$ cat src/hdl/spi_cfg_pkg.sv
// shared constants and types for the serial port control block
package spi_cfg_pkg;

    ////////////////////////////////////////////////////////////////////////////////
    // sizes
    localparam int DATA_W = 16;
    localparam int FIFO_DEPTH = 16;
    localparam int FIFO_CNT_W = $clog2(FIFO_DEPTH + 1);
    localparam int ADDR_W = 4;

    ////////////////////////////////////////////////////////////////////////////////
    // register byte offsets
    localparam logic [ADDR_W-1:0] OFS_CTRL_ONE = 4'h0;
    localparam logic [ADDR_W-1:0] OFS_CTRL_TWO = 4'h4;
    localparam logic [ADDR_W-1:0] OFS_DATA = 4'h8;
    localparam logic [ADDR_W-1:0] OFS_STATUS = 4'hC;

    // reset values and writable masks
    localparam logic [15:0] CTRL_ONE_RESET = 16'h0000;
    localparam logic [15:0] CTRL_TWO_RESET = 16'h0000;
    localparam logic [15:0] CTRL_ONE_MASK = 16'h1FFF;
    localparam logic [15:0] CTRL_TWO_MASK = 16'hC001;

    // serial_port_control_one fields
    localparam int SERIAL_CLOCK_DISABLE_BIT = 12;
    localparam int DATA_OUT_DISABLE_BIT = 11;
    localparam int TRANSFER_WIDTH_BIT = 10;
    localparam int INPUT_SAMPLE_PHASE_BIT = 9;
    localparam int CLOCK_EDGE_BIT = 8;
    localparam int SLAVE_SELECT_ENABLE_BIT = 7;
    localparam int CLOCK_IDLE_POLARITY_BIT = 6;
    localparam int MASTER_ROLE_BIT = 5;
    localparam int PRESCALE_MSB = 1;
    localparam int PRESCALE_LSB = 0;

    // serial_port_control_two fields
    localparam int FRAMED_SUPPORT_BIT = 15;
    localparam int FRAME_SYNC_DIR_BIT = 14;
    localparam int PORT_ENABLE_BIT = 0;

    // status fields
    localparam int STAT_BUSY_BIT = 0;
    localparam int STAT_RX_VALID_BIT = 1;
    localparam int STAT_EMPTY_BIT = 2;
    localparam int STAT_FULL_BIT = 3;
    localparam int STAT_COUNT_LSB = 4;

    ////////////////////////////////////////////////////////////////////////////////
    // primary prescale codes and divisors
    localparam logic [1:0] PRE_1 = 2'h3;
    localparam logic [1:0] PRE_4 = 2'h2;
    localparam logic [1:0] PRE_16 = 2'h1;
    localparam logic [1:0] PRE_64 = 2'h0;
    localparam logic [6:0] DIV_1 = 7'h01;
    localparam logic [6:0] DIV_4 = 7'h04;
    localparam logic [6:0] DIV_16 = 7'h10;
    localparam logic [6:0] DIV_64 = 7'h40;

    // bits per transfer
    localparam logic [5:0] BITS_BYTE = 6'h08;
    localparam logic [5:0] BITS_WORD = 6'h10;

    // bus
    localparam int HTRANS_ACTIVE_BIT = 1;
    localparam logic HRESP_OKAY = 1'b0;

    ////////////////////////////////////////////////////////////////////////////////
    // state encodings
    typedef enum logic [1:0] {
        BUS_READY = 2'b01,
        BUS_DATA = 2'b10
    } bus_phase_type;

    typedef enum logic [1:0] {
        ENG_IDLE = 2'b01,
        ENG_RUN = 2'b10
    } engine_state_type;

endpackage : spi_cfg_pkg

$ cat src/hdl/spi_mode_control_config.sv
// serial port mode control with ahb-lite registers and shift engine
//
// Summary of operation
// [RQ1] slave role needs sample phase zero; late sampling is master only
// [RQ2] slave select enable set uses select pin in slave role, else ignored
// [RQ3] clock polarity set: clock idles high, active low; clear is opposite
// [RQ4] role bit set makes a clock driving master, clear makes a slave
// [RQ5] prescale code 11,10,01,00 divides by 1,4,16,64 in master role
// [RQ6] clock edge bit must be zero while framed support is on
// [RQ7] primary and secondary prescale never both undivided
// [RQ8] slave select enable must stay clear while framed support is on
// [RQ9] master samples input at end of bit when phase set, middle otherwise
// [RQ10] transfer width bit set gives 16-bit transfers, clear gives 8-bit
// [RQ11] framed support turns select pin into frame sync, direction as configured
// [RQ12] clock disable in master role releases the clock pin
// [RQ13] edge bit set: data changes active-to-idle; clear: idle-to-active
`timescale 1ns/100ps
module spi_mode_control_config import spi_cfg_pkg::*; (
    // clock and reset
    input wire logic hclk,
    input wire logic hresetn,
    // ahb-lite slave
    input wire logic hsel,
    input wire logic [31:0] haddr,
    input wire logic [1:0] htrans,
    input wire logic hwrite,
    input wire logic [2:0] hsize,
    input wire logic [31:0] hwdata,
    input wire logic hready,
    output logic hreadyout,
    output logic hresp,
    output logic [31:0] hrdata,
    // serial clock pin
    input wire logic sck_in,
    output logic sck_out,
    output logic sck_oe,
    // serial data pins
    input wire logic sdi,
    output logic sdo,
    output logic sdo_oe,
    // select or frame sync pin
    input wire logic sel_in,
    output logic sel_out,
    output logic sel_oe,
    // configuration to neighbouring sections
    output logic master_role,
    output logic idle_high,
    output logic [1:0] primary_prescale,
    output logic framed_support_enable,
    output logic transfer_width_select
);
    typedef struct packed {
        logic [15:0] ctrl_one;
        logic [15:0] ctrl_two;
        bus_phase_type bus;
        logic pend_wr;
        logic [ADDR_W-1:0] pend_addr;
        logic ready;
        logic [31:0] rdata;
        engine_state_type eng;
        logic [5:0] div;
        logic [5:0] half;
        logic [5:0] nbits;
        logic [15:0] tx_sh;
        logic [15:0] rx_sh;
        logic [15:0] rx_data;
        logic rx_valid;
        logic sck_prev;
        logic sck;
        logic sck_en;
        logic sdo;
        logic sdo_en;
        logic sel;
        logic sel_en;
        logic [6:0] gap;
        logic gap_ok;
    } core_state_type;

    localparam core_state_type CORE_RESET = '{
        ctrl_one: CTRL_ONE_RESET, ctrl_two: CTRL_TWO_RESET, bus: BUS_READY,
        eng: ENG_IDLE, ready: 1'b1, default: '0};

    core_state_type q;
    core_state_type d;
    logic master, cke, input_sample_phase, cp, slave_select_enable, w16, dis, en, framed, fs_dir;
    logic [5:0] wbits, two_w, last_h;
    logic [6:0] divisor;
    logic tick, sck_edge, ev, slave_active, sample_ev, start_ev, done_ev, ctrl_one_wr;
    logic [15:0] fifo_data, load_word;
    logic fifo_valid, fifo_ready, pop, push;
    logic [FIFO_CNT_W-1:0] fifo_count;
    logic [31:0] rd_val;

    ////////////////////////////////////////////////////////////////////////////////
    // configuration decode
    assign master = q.ctrl_one[MASTER_ROLE_BIT];
    assign cke = q.ctrl_one[CLOCK_EDGE_BIT];
    assign input_sample_phase = q.ctrl_one[INPUT_SAMPLE_PHASE_BIT];
    assign cp = q.ctrl_one[CLOCK_IDLE_POLARITY_BIT];
    assign slave_select_enable = q.ctrl_one[SLAVE_SELECT_ENABLE_BIT];
    assign w16 = q.ctrl_one[TRANSFER_WIDTH_BIT];
    assign dis = q.ctrl_one[SERIAL_CLOCK_DISABLE_BIT];
    assign en = q.ctrl_two[PORT_ENABLE_BIT];
    assign framed = q.ctrl_two[FRAMED_SUPPORT_BIT];
    assign fs_dir = q.ctrl_two[FRAME_SYNC_DIR_BIT];
    // [RQ10] bits per transfer
    assign wbits = w16 ? BITS_WORD : BITS_BYTE;
    assign two_w = {wbits[4:0], 1'b0};
    // edge-select clear in master role needs one trailing half to close the last bit
    assign last_h = (master && !cke) ? two_w : 6'(two_w - 1'b1);
    // [RQ5] primary prescale divisor
    always_comb begin
        case (q.ctrl_one[PRESCALE_MSB:PRESCALE_LSB])
            PRE_1: divisor = DIV_1;
            PRE_4: divisor = DIV_4;
            PRE_16: divisor = DIV_16;
            default: divisor = DIV_64;
        endcase
    end

    // [RQ4] master ticks from the prescaler, slave follows the pin
    assign tick = (q.eng == ENG_RUN) && master && (q.div == '0);
    assign sck_edge = (q.eng == ENG_RUN) && !master && (sck_in != q.sck_prev);
    assign ev = tick || sck_edge;
    // [RQ2] select pin gates the slave only when enabled
    assign slave_active = en && !master && (!slave_select_enable || !sel_in);
    // [RQ9] sample point: middle of bit, or its end when phase set
    assign sample_ev = ev && (q.half[0] == (!cke ^ input_sample_phase)) && (q.nbits < wbits)
        && !((q.half == '0) && !cke && input_sample_phase);
    assign done_ev = ev && (q.half == last_h);
    assign start_ev = (q.eng == ENG_IDLE) && master && en && fifo_valid
        && (!framed || !fs_dir || sel_in);
    assign load_word = w16 ? fifo_data : {fifo_data[7:0], 8'h00};

    ////////////////////////////////////////////////////////////////////////////////
    // register read mux
    always_comb begin
        if (q.pend_addr == OFS_CTRL_ONE) begin
            rd_val = 32'(q.ctrl_one);
        end else if (q.pend_addr == OFS_CTRL_TWO) begin
            rd_val = 32'(q.ctrl_two);
        end else if (q.pend_addr == OFS_DATA) begin
            rd_val = 32'(q.rx_data);
        end else if (q.pend_addr == OFS_STATUS) begin
            rd_val = '0;
            rd_val[STAT_BUSY_BIT] = (q.eng == ENG_RUN);
            rd_val[STAT_RX_VALID_BIT] = q.rx_valid;
            rd_val[STAT_EMPTY_BIT] = !fifo_valid;
            rd_val[STAT_FULL_BIT] = !fifo_ready;
            rd_val[STAT_COUNT_LSB +: FIFO_CNT_W] = fifo_count;
        end else begin
            rd_val = '0;
        end
    end

    ////////////////////////////////////////////////////////////////////////////////
    always_comb begin
        d = q;
        pop = 1'b0;
        push = 1'b0;
        ctrl_one_wr = 1'b0;
        // bus: at least one wait state per access so read data comes from a flop
        case (q.bus)
            BUS_READY: begin
                if (hsel && hready && htrans[HTRANS_ACTIVE_BIT]) begin
                    d.bus = BUS_DATA;
                    d.pend_wr = hwrite;
                    d.pend_addr = haddr[ADDR_W-1:0];
                    d.ready = 1'b0;
                end
            end
            BUS_DATA: begin
                if (q.pend_wr && (q.pend_addr == OFS_DATA)) begin
                    // full fifo holds the data phase until a word drains
                    push = 1'b1;
                    if (fifo_ready) begin
                        d.bus = BUS_READY;
                        d.ready = 1'b1;
                    end
                end else begin
                    if (q.pend_wr && (q.pend_addr == OFS_CTRL_ONE)) begin
                        d.ctrl_one = hwdata[15:0] & CTRL_ONE_MASK;
                        ctrl_one_wr = 1'b1;
                    end else if (q.pend_wr && (q.pend_addr == OFS_CTRL_TWO)) begin
                        d.ctrl_two = hwdata[15:0] & CTRL_TWO_MASK;
                    end else if (!q.pend_wr) begin
                        d.rdata = rd_val;
                        if (q.pend_addr == OFS_DATA) begin
                            d.rx_valid = 1'b0;
                        end
                    end
                    d.bus = BUS_READY;
                    d.ready = 1'b1;
                end
            end
            default: begin
                d.bus = BUS_READY;
                d.ready = 1'b1;
            end
        endcase

        // shift engine
        d.sck_prev = sck_in;
        d.gap = (q.gap == '1) ? q.gap : 7'(q.gap + 1'b1);
        case (q.eng)
            ENG_IDLE: begin
                // [RQ3] idle clock level
                d.sck = cp;
                if (start_ev || slave_active) begin
                    pop = fifo_valid;
                    d.eng = ENG_RUN;
                    d.half = '0;
                    d.nbits = '0;
                    d.div = 6'(divisor - 1'b1);
                    d.gap = 7'h01;
                    d.gap_ok = 1'b0;
                    d.tx_sh = fifo_valid ? load_word : '0;
                    // [RQ13] edge set presents the first bit before any edge
                    if (cke) begin
                        d.sdo = d.tx_sh[15];
                        d.tx_sh = {d.tx_sh[14:0], 1'b0};
                    end
                end
            end
            ENG_RUN: begin
                if (!en || (!master && !slave_active)) begin
                    // [RQ2] deselect aborts the slave transfer
                    d.eng = ENG_IDLE;
                    d.sck = cp;
                end else if (master && (q.div != '0)) begin
                    d.div = 6'(q.div - 1'b1);
                end else if (ev) begin
                    if (master) begin
                        // [RQ5] reload the prescaler every half period
                        d.div = 6'(divisor - 1'b1);
                        d.gap = 7'h01;
                        d.gap_ok = 1'b1;
                        if (q.half < two_w) begin
                            d.sck = !q.sck;
                        end
                    end
                    // [RQ9] capture input at the chosen point
                    if (sample_ev) begin
                        d.rx_sh = {q.rx_sh[14:0], sdi};
                        d.nbits = 6'(q.nbits + 1'b1);
                    end
                    // [RQ13] output changes on the selected edge
                    if ((q.half[0] == cke) && (q.half < 6'(two_w - 1'b1))) begin
                        d.sdo = q.tx_sh[15];
                        d.tx_sh = {q.tx_sh[14:0], 1'b0};
                    end
                    if (q.half == last_h) begin
                        // [RQ10] word or byte result; set beats a same-cycle read clear
                        d.eng = ENG_IDLE;
                        d.rx_data = w16 ? d.rx_sh : {8'h00, d.rx_sh[7:0]};
                        d.rx_valid = 1'b1;
                        d.sck = cp;
                    end else begin
                        d.half = 6'(q.half + 1'b1);
                    end
                end
            end
            default: begin
                d.eng = ENG_IDLE;
            end
        endcase
        if (ctrl_one_wr) begin
            d.gap_ok = 1'b0;
        end

        // [RQ12] clock pin released when disabled or in slave role
        d.sck_en = en && master && !dis;
        d.sdo_en = en && !q.ctrl_one[DATA_OUT_DISABLE_BIT] && (master || !slave_select_enable || !sel_in);
        // [RQ11] frame sync pulse during the first half bit of a transfer
        d.sel_en = en && framed && !fs_dir;
        d.sel = d.sel_en && (d.eng == ENG_RUN) && (d.half == '0);
    end

    always_ff @(posedge hclk or negedge hresetn) begin
        if (!hresetn) begin
            q <= CORE_RESET;
        end else begin
            q <= d;
        end
    end

    spi_word_fifo #(
        .WIDTH(DATA_W),
        .DEPTH(FIFO_DEPTH)
    ) tx_fifo (
        .hclk(hclk),
        .hresetn(hresetn),
        .in_valid(push),
        .in_data(hwdata[DATA_W-1:0]),
        .in_ready(fifo_ready),
        .out_valid(fifo_valid),
        .out_data(fifo_data),
        .out_ready(pop),
        .count(fifo_count)
    );

    ////////////////////////////////////////////////////////////////////////////////
    // outputs
    assign hreadyout = q.ready;
    assign hresp = HRESP_OKAY;
    assign hrdata = q.rdata;
    assign sck_out = q.sck;
    assign sck_oe = q.sck_en;
    assign sdo = q.sdo;
    assign sdo_oe = q.sdo_en;
    assign sel_out = q.sel;
    assign sel_oe = q.sel_en;
    assign master_role = q.ctrl_one[MASTER_ROLE_BIT];
    assign idle_high = q.ctrl_one[CLOCK_IDLE_POLARITY_BIT];
    assign primary_prescale = q.ctrl_one[PRESCALE_MSB:PRESCALE_LSB];
    assign framed_support_enable = q.ctrl_two[FRAMED_SUPPORT_BIT];
    assign transfer_width_select = q.ctrl_one[TRANSFER_WIDTH_BIT];

    ////////////////////////////////////////////////////////////////////////////////
    // [RQ2] select pin unused
    chk_select_unused: assert property (@(posedge hclk) disable iff (!hresetn) // [RQ2]
        !master && !slave_select_enable && !framed
        |=> !sel_oe && sdo_oe == $past(en && !q.ctrl_one[DATA_OUT_DISABLE_BIT]))
        else $error("select pin used while slave select is off");
    // [RQ3] idle clock level
    chk_idle_level: assert property (@(posedge hclk) disable iff (!hresetn) // [RQ3]
        q.eng == ENG_IDLE |=> sck_out == $past(cp))
        else $error("clock not at idle level");
    // [RQ4] slave never drives clock
    chk_slave_clock: assert property (@(posedge hclk) disable iff (!hresetn) // [RQ4]
        !master ##1 !master |-> !sck_oe)
        else $error("slave drives the serial clock");
    // [RQ5] prescaled half period
    chk_prescale_gap: assert property (@(posedge hclk) disable iff (!hresetn) // [RQ5]
        tick && q.gap_ok |-> q.gap == divisor)
        else $error("half period differs from prescale divisor");
    // [RQ9] sample point level
    chk_sample_point: assert property (@(posedge hclk) disable iff (!hresetn) // [RQ9]
        master && sample_ev && (q.half < two_w) |=> sck_out == ($past(cp) ^ $past(cke) ^ $past(input_sample_phase)))
        else $error("input sampled at wrong clock edge");
    // [RQ10] bit count per transfer
    chk_bit_count: assert property (@(posedge hclk) disable iff (!hresetn) // [RQ10]
        done_ev && en && (master || (slave_active && !input_sample_phase))
        |=> q.nbits == $past(wbits) && q.rx_valid)
        else $error("transfer length does not match width");
    // [RQ11] frame sync output
    chk_frame_pulse: assert property (@(posedge hclk) disable iff (!hresetn) // [RQ11]
        start_ev && framed && !fs_dir |=> sel_oe && sel_out)
        else $error("no frame sync pulse at transfer start");
    // [RQ12] clock disable
    chk_clock_off: assert property (@(posedge hclk) disable iff (!hresetn) // [RQ12]
        master && dis |=> !sck_oe)
        else $error("clock pin driven while disabled");
    // [RQ13] output change edge
    chk_launch_edge: assert property (@(posedge hclk) disable iff (!hresetn) // [RQ13]
        master && q.eng == ENG_RUN && $stable(q.ctrl_one) && $changed(q.sdo)
        |-> sck_out == (cp ^ !cke))
        else $error("data changed on wrong clock edge");

endmodule : spi_mode_control_config

$ cat src/hdl/spi_word_fifo.sv
// transmit word fifo with valid/ready on both sides
`timescale 1ns/100ps
module spi_word_fifo import spi_cfg_pkg::*; #(
    parameter int WIDTH = DATA_W,
    parameter int DEPTH = FIFO_DEPTH
) (
    // clock and reset
    input wire logic hclk,
    input wire logic hresetn,
    // fill side
    input wire logic in_valid,
    input wire logic [WIDTH-1:0] in_data,
    output logic in_ready,
    // drain side
    output logic out_valid,
    output logic [WIDTH-1:0] out_data,
    input wire logic out_ready,
    // fill level
    output logic [$clog2(DEPTH+1)-1:0] count
);
    localparam int PTR_W = $clog2(DEPTH);
    localparam int CNT_W = $clog2(DEPTH + 1);
    localparam logic [PTR_W-1:0] PTR_LAST = PTR_W'(DEPTH - 1);
    localparam logic [CNT_W-1:0] CNT_FULL = CNT_W'(DEPTH);

    typedef struct packed {
        logic [DEPTH-1:0][WIDTH-1:0] mem;
        logic [PTR_W-1:0] wr_ptr;
        logic [PTR_W-1:0] rd_ptr;
        logic [CNT_W-1:0] count;
    } fifo_state_type;

    fifo_state_type q;
    fifo_state_type d;
    logic do_push;
    logic do_pop;

    assign in_ready = (q.count != CNT_FULL);
    assign out_valid = (q.count != '0);
    assign out_data = q.mem[q.rd_ptr];
    assign count = q.count;
    assign do_push = in_valid && in_ready;
    assign do_pop = out_valid && out_ready;

    ////////////////////////////////////////////////////////////////////////////////
    always_comb begin
        d = q;
        if (do_push) begin
            d.mem[q.wr_ptr] = in_data;
            d.wr_ptr = (q.wr_ptr == PTR_LAST) ? '0 : PTR_W'(q.wr_ptr + 1'b1);
        end
        if (do_pop) begin
            d.rd_ptr = (q.rd_ptr == PTR_LAST) ? '0 : PTR_W'(q.rd_ptr + 1'b1);
        end
        if (do_push && !do_pop) begin
            d.count = CNT_W'(q.count + 1'b1);
        end else if (do_pop && !do_push) begin
            d.count = CNT_W'(q.count - 1'b1);
        end
    end

    always_ff @(posedge hclk or negedge hresetn) begin
        if (!hresetn) begin
            q <= '0;
        end else begin
            q <= d;
        end
    end

endmodule : spi_word_fifo

$ cat config.mk
export PLATFORM = sky130hd
export DESIGN_NAME = spi_mode_control_config
export DESIGN_NICKNAME = d
export VERILOG_FILES = /design/src/hdl/spi_cfg_pkg.sv /design/src/hdl/spi_mode_control_config.sv /design/src/hdl/spi_word_fifo.sv
export SDC_FILE = /design/constraint.sdc
export NUM_CORES = 1
export LEC_CHECK = 0
export ABC_AREA = 0
export BUFFER_PORTS_ARGS = -buffer_cell sky130_fd_sc_hd__buf_2
export CAP_MARGIN = 20
export CORE_MARGIN = 2
export CORE_UTILIZATION = 60
export CTS_BUF_LIST = sky130_fd_sc_hd__clkbuf_16
export CTS_CLUSTER_DIAMETER = 30
export DETAILED_ROUTE_END_ITERATION = 10
export GPL_TIMING_DRIVEN = 0
export PLACE_DENSITY_LB_ADDON = 0.05
export SKIP_LAST_GASP = 1
export SLEW_MARGIN = 20
export SYNTH_ARGS = -nofsm -noshare
export SYNTH_HDL_FRONTEND = slang
export SYNTH_SLANG_ARGS = --single-unit
$ cat constraint.sdc
create_clock -name hclk -period 3.6 [get_ports hclk]
set_clock_uncertainty 0.15 [all_clocks]
set_input_delay 0.72 -clock hclk [delete_from_list [all_inputs] [get_ports hclk]]
set_output_delay 0.72 -clock hclk [all_outputs]
set_load 0.05 [all_outputs]
* After elaboration in Yosys (flattened, before gate mapping) *
Index checks and enable logic that the tools add are counted.

storage, ports and cells
  input port bits = 77
  bits in registers = 401
  output and inout bits = 46

operators by class
  equal/unequal tests = 33
  reduce and logical (&&, ||, !) cells = 81
  bitwise gates (word level) = 7
  magnitude comparators = 6
  add/sub/neg operators = 9
  multiplexer cells = 68

operators with widths
  kind                                              count
  bitwise mux 256 bit                               1
  two-way mux 16 bit                                11
  two-way mux 69 bit                                1
  one-hot mux 34 bit (2 select lines)               1
  two-way mux 67 bit                                1
  binary-select mux 16 bit (select 4 bit)           1
  demux 16 bit (select 4 bit)                       1
  two-way mux 61 bit                                1
  logical AND 1 bit                                 37
  two-way mux 36 bit                                1
  two-way mux 6 bit                                 5
  two-way mux 1 bit                                 25
  AND reduction 5 bit                               4
  zero test 6 bit                                   3
  subtractor 6 x 1 -> 6 bit, second input constant  3
  two-way mux 17 bit                                1
  equality test 4 bit, second input constant        4
  zero test 1 bit                                   16
  two-way mux 5 bit                                 3
  one-hot mux 5 bit (3 select lines)                1
  adder 6 x 1 -> 6 bit, second input constant       2
  < comparator 6 bit                                2
  inequality test 2 bit, second input constant      6
  AND reduction 6 bit                               2
  35 further kinds                                  71

* Logic depth before layout (Yosys ltp) *
Gate-level depths: netlist (run 1).

  depth after elaboration = 17
  gate-level depth with buffers = 13

* By module *
A second synthesis (run 1) with hierarchy kept.

unflattened totals
  cell total of the unflattened synthesis = 1,440
  area, all modules = 19,388.6 µm²

modules (own cells, without submodules)
  module                   area an instance (µm²)  sequential area each (µm²)  cells each  instances
  spi_word_fifo            13,117.6                6,731.5                     818         1
  spi_mode_control_config  6,271.0                 2,880.3                     622         1

* Worst setup path after synthesis (run 1) *
No wires, ideal clock.

  kind = reg2reg
  from = register q (netlist bit master_role)
  to = register q[16] (netlist name)
  buffers on the path = 3
  library setup time = 0.127 ns
  setup slack = 0.421 ns
  clock period less this slack = 3.179 ns
  arrival = 2.902 ns
  stages on the path, launching flop included = 12
  path through = dfrtp_1 -> clkbuf_2 -> nor2b_1 -> ha_1 -> xor2_1 -> nor2_1 -> nand2_2 -> or3_1 -> clkbuf_2 -> buf_6 -> nand2_1 -> o21ai_0

on the way
  longest elaborated chain between the ends = 9
  elaborated cells on any way between the ends = 23

RTL lines
  item                            line                                                                                            RTL
  from (decl)                     spi_mode_control_config.sv:83                                                                   core_state_type q;
  from (signal assigned)          spi_mode_control_config.sv:281                                                                  q <= CORE_RESET;
  from (signal assigned)          spi_mode_control_config.sv:283                                                                  q <= d;
  zero test 1 bit                 spi_mode_control_config.sv:123, spi_mode_control_config.sv:126, spi_mode_control_config.sv:226
  logical AND 1 bit (2 in a row)  spi_mode_control_config.sv:123                                                                  assign sck_edge = (q.eng == ENG_RUN) && !master && (sck_in != q.sck_prev);
  logical OR 1 bit                spi_mode_control_config.sv:124                                                                  assign ev = tick || sck_edge;
  logical AND 1 bit (2 in a row)  spi_mode_control_config.sv:128                                                                  assign sample_ev = ev && (q.half[0] == (!cke ^ input_sample_phase)) && (q.nbits < wbits)
  logical AND 1 bit               spi_mode_control_config.sv:129                                                                  && !((q.half == '0) && !cke && input_sample_phase);
  two-way mux 16 bit              spi_mode_control_config.sv:243                                                                  if (sample_ev) begin
  two-way mux 16 bit              spi_mode_control_config.sv:255                                                                  d.rx_data = w16 ? d.rx_sh : {8'h00, d.rx_sh[7:0]};

Parallel ways exist; a longest one is shown, timed or not.
A chain may end at the register's enable or synchronous reset.

* Worst setup path after layout (run 1) *
  from = register tx_fifo.q (netlist bit tx_fifo.count[0])
  to = register tx_fifo.q (netlist bit tx_fifo.count[4])

on the way
  longest elaborated chain between the ends = 10
  elaborated cells on any way between the ends = 18

RTL lines
  item                                                     line                            RTL
  from (decl)                                              spi_word_fifo.sv:33             fifo_state_type q;
  from (signal assigned)                                   spi_word_fifo.sv:64             q <= '0;
  from (signal assigned)                                   spi_word_fifo.sv:66             q <= d;
  nonzero test 5 bit                                       spi_word_fifo.sv:39             assign out_valid = (q.count != '0);
  logical AND 1 bit                                        spi_mode_control_config.sv:131  assign start_ev = (q.eng == ENG_IDLE) && master && en && fifo_valid
  logical AND 1 bit                                        spi_mode_control_config.sv:132  && (!framed || !fs_dir || sel_in);
  logical OR 1 bit                                         spi_mode_control_config.sv:209  if (start_ev || slave_active) begin
  two-way mux 1 bit                                        spi_mode_control_config.sv:209
  two-way mux 1 bit                                        spi_mode_control_config.sv:205  case (q.eng)
  logical AND 1 bit                                        spi_word_fifo.sv:43             assign do_pop = out_valid && out_ready;
  zero test 1 bit                                          spi_word_fifo.sv:55             if (do_push && !do_pop) begin
  logical AND 1 bit                                        spi_word_fifo.sv:55
  two-way mux 5 bit or nonzero test 2 bit (tied branches)  --

Parallel ways exist; a longest one is shown, timed or not. The select of a mux whose other input is x is not followed.

==> results.json, run 1 <==
{
  "syn_inst": 1473,
  "slew_headroom_pct": 23.1,
  "crit_fanout": 6,
  "irDropWorstVdd_mv": 0.399,
  "ys_warn_count": 0,
  "postSynthAreaPerCell_um2": 12.9,
  "vias_per_cell": 6.24,
  "clock_sinks": 384,
  "dieArea_um2": 33100,
  "final_cell_mix": "dfrtp_1, mux2_2, nand2_1",
  "synth-async-reset-ratio_pct": 100,
  "cts_root_buffer": "clkbuf_16",
  "period_share_pct": 93.6,
  "final_design_area_no_fill_um2": 22600,
  "clk_latency_ps": 590,
  "cp_cell_sequence": "nor4_2, nand2b_1, and3_1, inv_1, ha_1, inv_1, fa_1, a21o_1, a21oi_1, xnor2_1, nor2_1, xor2_1",
  "fin_setup_tns_ps": 0,
  "antenna_found_initial": 0,
  "grt_pass1_wl_mm": 78.1,
  "setup_violations": 0,
  "slew_viol_final": 0,
  "ant_nets": 0,
  "grt_max_degree": 103,
  "grt_pass1_vias": 13200,
  "clock.fmax_mhz": 297,
  "fp.dieH_um": 182,
  "hold_path_class": "in2reg",
  "p_per_area_nw_per_um2": 739,
  "initial_core_util_pct": 60.5,
  "die-width_um": 182,
  "path_common_cell": "inv_1",
  "drive_gt1_share_pct": 38.9,
  "min_period_ps": 3370,
  "use_met2_pct": 50.6,
  "grt_use_met3_pct": 4.87,
  "grt_usage_pct": 31.3,
  "start_kind": "flip-flop",
  "synth_edf_count": 0,
  "synthFlopType": "dfrtp_1",
  "final_common_cell": "dfrtp_1",
  "dpl.hpwl_mm": 32.9,
  "finalHoldViolations": 0,
  "cellLeakagePower_nw": 10.3,
  "antenna_cells": 0,
  "crit_path_top_delay_cell": "nor4_2",
  "num_io_pins": 123,
  "gp_congestion": 0.920,
  "path_clk_slew_ps": 50,
  "rsz0062_at_grt": "no",
  "tightest_slew_ps": 1150,
  "cts_max_path_buffers": 3,
  "postPlaceCellArea_um2": 20000,
  "grt_overflow": 0,
  "ys_seq_area_share_pct": 50.6,
  "worstPathArrival_ps": 3670,
  "nets": 1733,
  "dr_total_vias": 13100,
  "synth-seq-cells": 384,
  "synthDistinctLibCells": 88,
  "cap_violations": 0,
  "status": "finished clean",
  "drt_iter0_drc": 1115,
  "cts_made_buffers": 80,
  "wl_per_cell_um": 24.0,
  "drt-pass1-iter-count": 8,
  "wirelength_mm": 50.3,
  "grt_use_met1_pct": 43.1,
  "core-area_um2": 31400,
  "syn_area_um2": 19000,
  "crit_path_max_incr_delay_ps": 550,
  "cts_tree": "yes",
  "end_kind": "flip-flop",
  "drc": 0,
  "required_ps": 3900,
  "area_growth_pct": 18.9,
  "grt-busiest-layer": "met2",
  "cts_max_level": 3,
  "worstSetupPathType": "reg2reg",
  "core.rowCount": 65,
  "port_buffers": 57
}
[cell usage after synthesis, types with 5 or more instances]
master,number,area [um2]
mux4_2,47,1060
nor2b_1,9,56.3
nand2b_1,8,50.1
nand2_1,91,342
ha_1,21,263
nand3_2,12,120
nand4_1,5,31.3
o21a_1,8,60.1
and2_1,6,37.5
xor2_1,5,43.8
a22o_1,8,70.1
a32oi_1,7,61.3
and3_1,6,37.5
buf_6,5,56.3
buf_2,32,160
nor3_1,9,45.0
a222oi_1,5,50.1
o221ai_1,8,70.1
xnor2_1,8,70.1
a21o_1,7,52.6
buf_1,6,22.5
o21ai_0,40,200
a31oi_1,12,75.1
nor2_1,49,184
a21oi_1,25,125
dfrtp_1,382,9560
inv_1,33,124
a22oi_1,29,218
mux2i_1,70,701
clkbuf_1,42,158
o211ai_1,8,60.1
a221oi_1,10,87.6
nand3_1,22,110
mux2_2,303,3410
buf_4,45,338
[sequential cells by signal (all words and copies together) (netlist names), 2 cells and up]
name              flops
hrdata               16
primary_prescale      2
q                    82
tx_fifo.count         5
tx_fifo.q           264
[area by class of cell]
cell class	instances	area, um2
flip-flops and latches	384	9610
fillers	2098	8820
multi-input cells	938	8570
clock buffers	83	2080
plain buffers	133	751
clock inverters	60	510
well taps	402	503
repair buffers	63	423
inverters	34	129
[path summary, 6_finish.rpt]
kind	startpoint	to	slack [ps]	cells after the start
hold reg to reg	hrdata[13]	hrdata[13]	320	2
setup / recovery	tx_fifo.count[0]	tx_fifo.count[4]	230	12
hold / removal	sck_in	q[14]	140	1
setup reg to reg	tx_fifo.count[0]	tx_fifo.count[4]	230	12
max in group asynchronous	hresetn	tx_fifo.q[230]	1240	5
min in group asynchronous	hresetn	q[37]	490	2
[power by group]
| group | internal [mW] | switching (mW) |
|---|---|---|
| logic | 1.83 | 2.87 |
| clock network | 4.70 | 2.30 |
| registers | 4.71 | 0.279 |
| total | 11.2 | 5.45 |
[cell families after synthesis]
logic type	Yosys count	synth area share [%]
xor+xnor	13	0.600
fa+ha+maj	22	1.49
compound gates	219	8.66
mux	422	27.4
buf+inv	167	4.62
simple gates	245	6.53
flops	384	50.6
other cells	1	0.0198
[through the flow]
stage	cells	util (%)	setup WS (ps)	power (mW)	hold WS, ps
after detailed placement	1952	63.6	-276	9.61	317
after global placement	1948	63.2	-5830	9.51	307
after CTS	2096	71.9	24.0	16.7	120
after global routing	2097	71.9	17.3	17.3	132
after floorplan	1489	-	421	8.22	272
final	2097	71.9	229	16.7	136
[routing by layer]
metal	wire (um)	share of wire (%)
met5	0	0
met4	1790	3.6
met3	2880	5.7
met2	24000	48
met1	21700	43
[critical path: cells and delay by family (launching register included)]
family          cells  cell delay [ps]
compound gates      2              340
xor+xnor            2              280
fa+ha+maj           2              630
buf+inv             2              310
flops               1              460
simple gates        4             1060
[repair_timing]
action / in CTS / in global routing
pin swaps: 1 / 1
hold buffers: 1 / 0
gates cloned: 0 / 0
hold endpoints to repair: 46 / 0
setup endpoints to repair: 22 / 6
buffers inserted: 0 / 1
gates resized for setup: 3 / 1
Power figures use the tool's default switching activity.
==> inputs of run 2 (changes only) <==
- CORE_UTILIZATION: 60 -> 35
- CTS_BUF_LIST: sky130_fd_sc_hd__clkbuf_16 -> sky130_fd_sc_hd__clkbuf_4
==> results.json, run 2 (synthesized netlist as in run 1, its figures left out) <==
{
  "status": "finished clean",
  "port_buffers": 57,
  "min_from": "hsel",
  "cellLeakagePower_nw": 10.1,
  "cts_max_path_buffers": 3,
  "grt_usage_pct": 21.5,
  "final_common_cell": "dfrtp_1",
  "grt_pass1_wl_mm": 89.0,
  "antenna_found_initial": 1,
  "rrSetupSlack_ps": 120,
  "regMostFlops": "tx_fifo.q",
  "required_ps": 4250,
  "drive_gt1_share_pct": 41.7,
  "slew_viol_final": 0,
  "start_kind": "flip-flop",
  "p_int_mw": 9.43,
  "drt-pass1-iter-count": 5,
  "p_per_area_nw_per_um2": 661,
  "num_io_pins": 123,
  "reg2reg_from": "transfer_width_select",
  "wirelength_mm": 58.4,
  "drt_iter0_drc": 670,
  "largest_reg_flops": 264,
  "hold_depth": 3,
  "cts_max_level": 4,
  "dr_total_vias": 13100,
  "cts_made_buffers": 133,
  "p_clk_share_pct": 33.8,
  "worst_r2r_path_depth": 10,
  "utilization_pct": 41.7,
  "nets": 1809,
  "clk_latency_ps": 960,
  "end_kind": "flip-flop",
  "min_period_ps": 3480,
  "seqPwrFrac_pct": 33.6,
  "fillers": 5133,
  "switching_share_pct": 36.3,
  "setup_violations": 0,
  "final_cell_mix": "dfrtp_1, mux2_2, clkbuf_4",
  "cap_violations": 0,
  "dpl.hpwl_mm": 38.9,
  "multiInputGateArea_um2": 8590,
  "ant_nets": 0,
  "hold_end": "q[123]",
  "core-area_um2": 53700,
  "worstSetupPathType": "reg2reg",
  "power.share.combinational_pct": 32.6,
  "cts_root_buffer": "clkbuf_4",
  "finalHoldViolations": 0,
  "drc": 0,
  "initial_core_util_pct": 35.3,
  "grt_pass1_vias": 13900,
  "clock.fmax_mhz": 288,
  "die-width_um": 237,
  "power.switching_mw": 5.37,
  "fin_hold_ws_ps": 204,
  "irDropWorstVdd_mv": 0.314,
  "tightest_slew_ps": 1070,
  "seq_area_um2": 9610,
  "area_growth_pct": 17.9,
  "slew_headroom_pct": 28.1,
  "gp_congestion": 0.785,
  "period_share_pct": 96.6,
  "cts_tree": "yes",
  "grt_overflow": 0,
  "grt_max_degree": 88,
  "fp.dieH_um": 237,
  "rr_endpoint": "q[41]",
  "wl_per_cell_um": 23.3,
  "clock_sinks": 384,
  "crit_fanout": 11,
  "worstPathArrival_ps": 4130,
  "power_mw": 14.8,
  "path_clk_slew_ps": 60,
  "core.rowCount": 85,
  "dieArea_um2": 56100,
  "vias_per_cell": 5.25,
  "hold_path_class": "in2reg"
}
## run 2: cell types whose count changed in the layout (fill, tap and decap cells not counted), moves of 2 or more
| cell | delta |
|---|---|
| clkbuf_16 | -83 |
| clkbuf_4 | +186 |
| clkinv_1 | +8 |
| diode_2 | +3 |
| dlygate4sd3_1 | +23 |
| inv_1 | -14 |
| inv_2 | +2 |
| inv_6 | -7 |
## run 2: worst max-delay path by stage
| stage | from | cells after the start | endpoint | slack, ps |
|---|---|---|---|---|
| floorplan | master_role | 11 | q[16] | 420 |
| CTS | tx_fifo.count[0] | 12 | tx_fifo.count[4] | 40 |
| finish | transfer_width_select | 10 | q[41] | 120 |
| global placement | hresetn | 1 | tx_fifo.q[167] | -6510 |
| global route | transfer_width_select | 10 | q[39] | -0.4 |
| detailed placement | transfer_width_select | 10 | q[41] | -440 |
## run 2: worst max-delay path, cell delays in order (launching register included)
cell	delay, ps
dfrtp_1	620
clkbuf_2	410
clkinv_2	310
ha_1	370
o21a_1	100
nor3_1	140
o2111ai_1	120
buf_4	230
nor2_4	270
buf_6	220
mux2_2	350
## run 2: cell type report
type                       instances  area share [%]
sequential                       384            42.9
multi-input combinational        938            38.4
clock buffer                     186            6.24
tap                              696            3.89
buffer                           133            3.35
timing repair buffer              86            2.92
clock inverter                    45            1.71
inverter                          34           0.576
antenna                            3          0.0335
## run 2: repair_timing
action | 4_1_cts | 5_1_grt
endpoints found under the hold margin | 185 | 0
buffers inserted | 1 | 0
endpoints found under the setup margin | 79 | 5
pin swaps | 1 | 0
gates resized for setup | 4 | 2
hold buffers | 24 | 0
cloned | 0 | 0
## run 2: layer usage
| metal | global-route usage [%] | share of wire (%) |
|---|---|---|
| met5 | 0 | 0 |
| met4 | 8.46 | 2.7 |
| met3 | 4.35 | 3.6 |
| met2 | 34.7 | 48 |
| met1 | 28.6 | 46 |
## run 2: metrics by stage
step	setup slack (ps)	setup TNS, ps	area (um2)	std cells
detailed placement	-436	-11210	20300	2246
floorplan	421	0	19000	1489
finish	123	0	22400	2505
CTS	38.1	0	22400	2502
global route	-0.380	-0.380	22400	2503
global placement	-6510	-2477260	20200	2242
## run 2: power by group through the flow
stage / registers, mW / clock network (mW) / logic (mW)
after floorplan: 5.00 / 0 / 3.23
after global placement: 5.03 / 0 / 4.80
after detailed placement: 5.03 / 0 / 4.83
after CTS: 4.96 / 5.19 / 4.87
after global routing: 5.01 / 5.45 / 5.26
final: 4.97 / 5.00 / 4.83
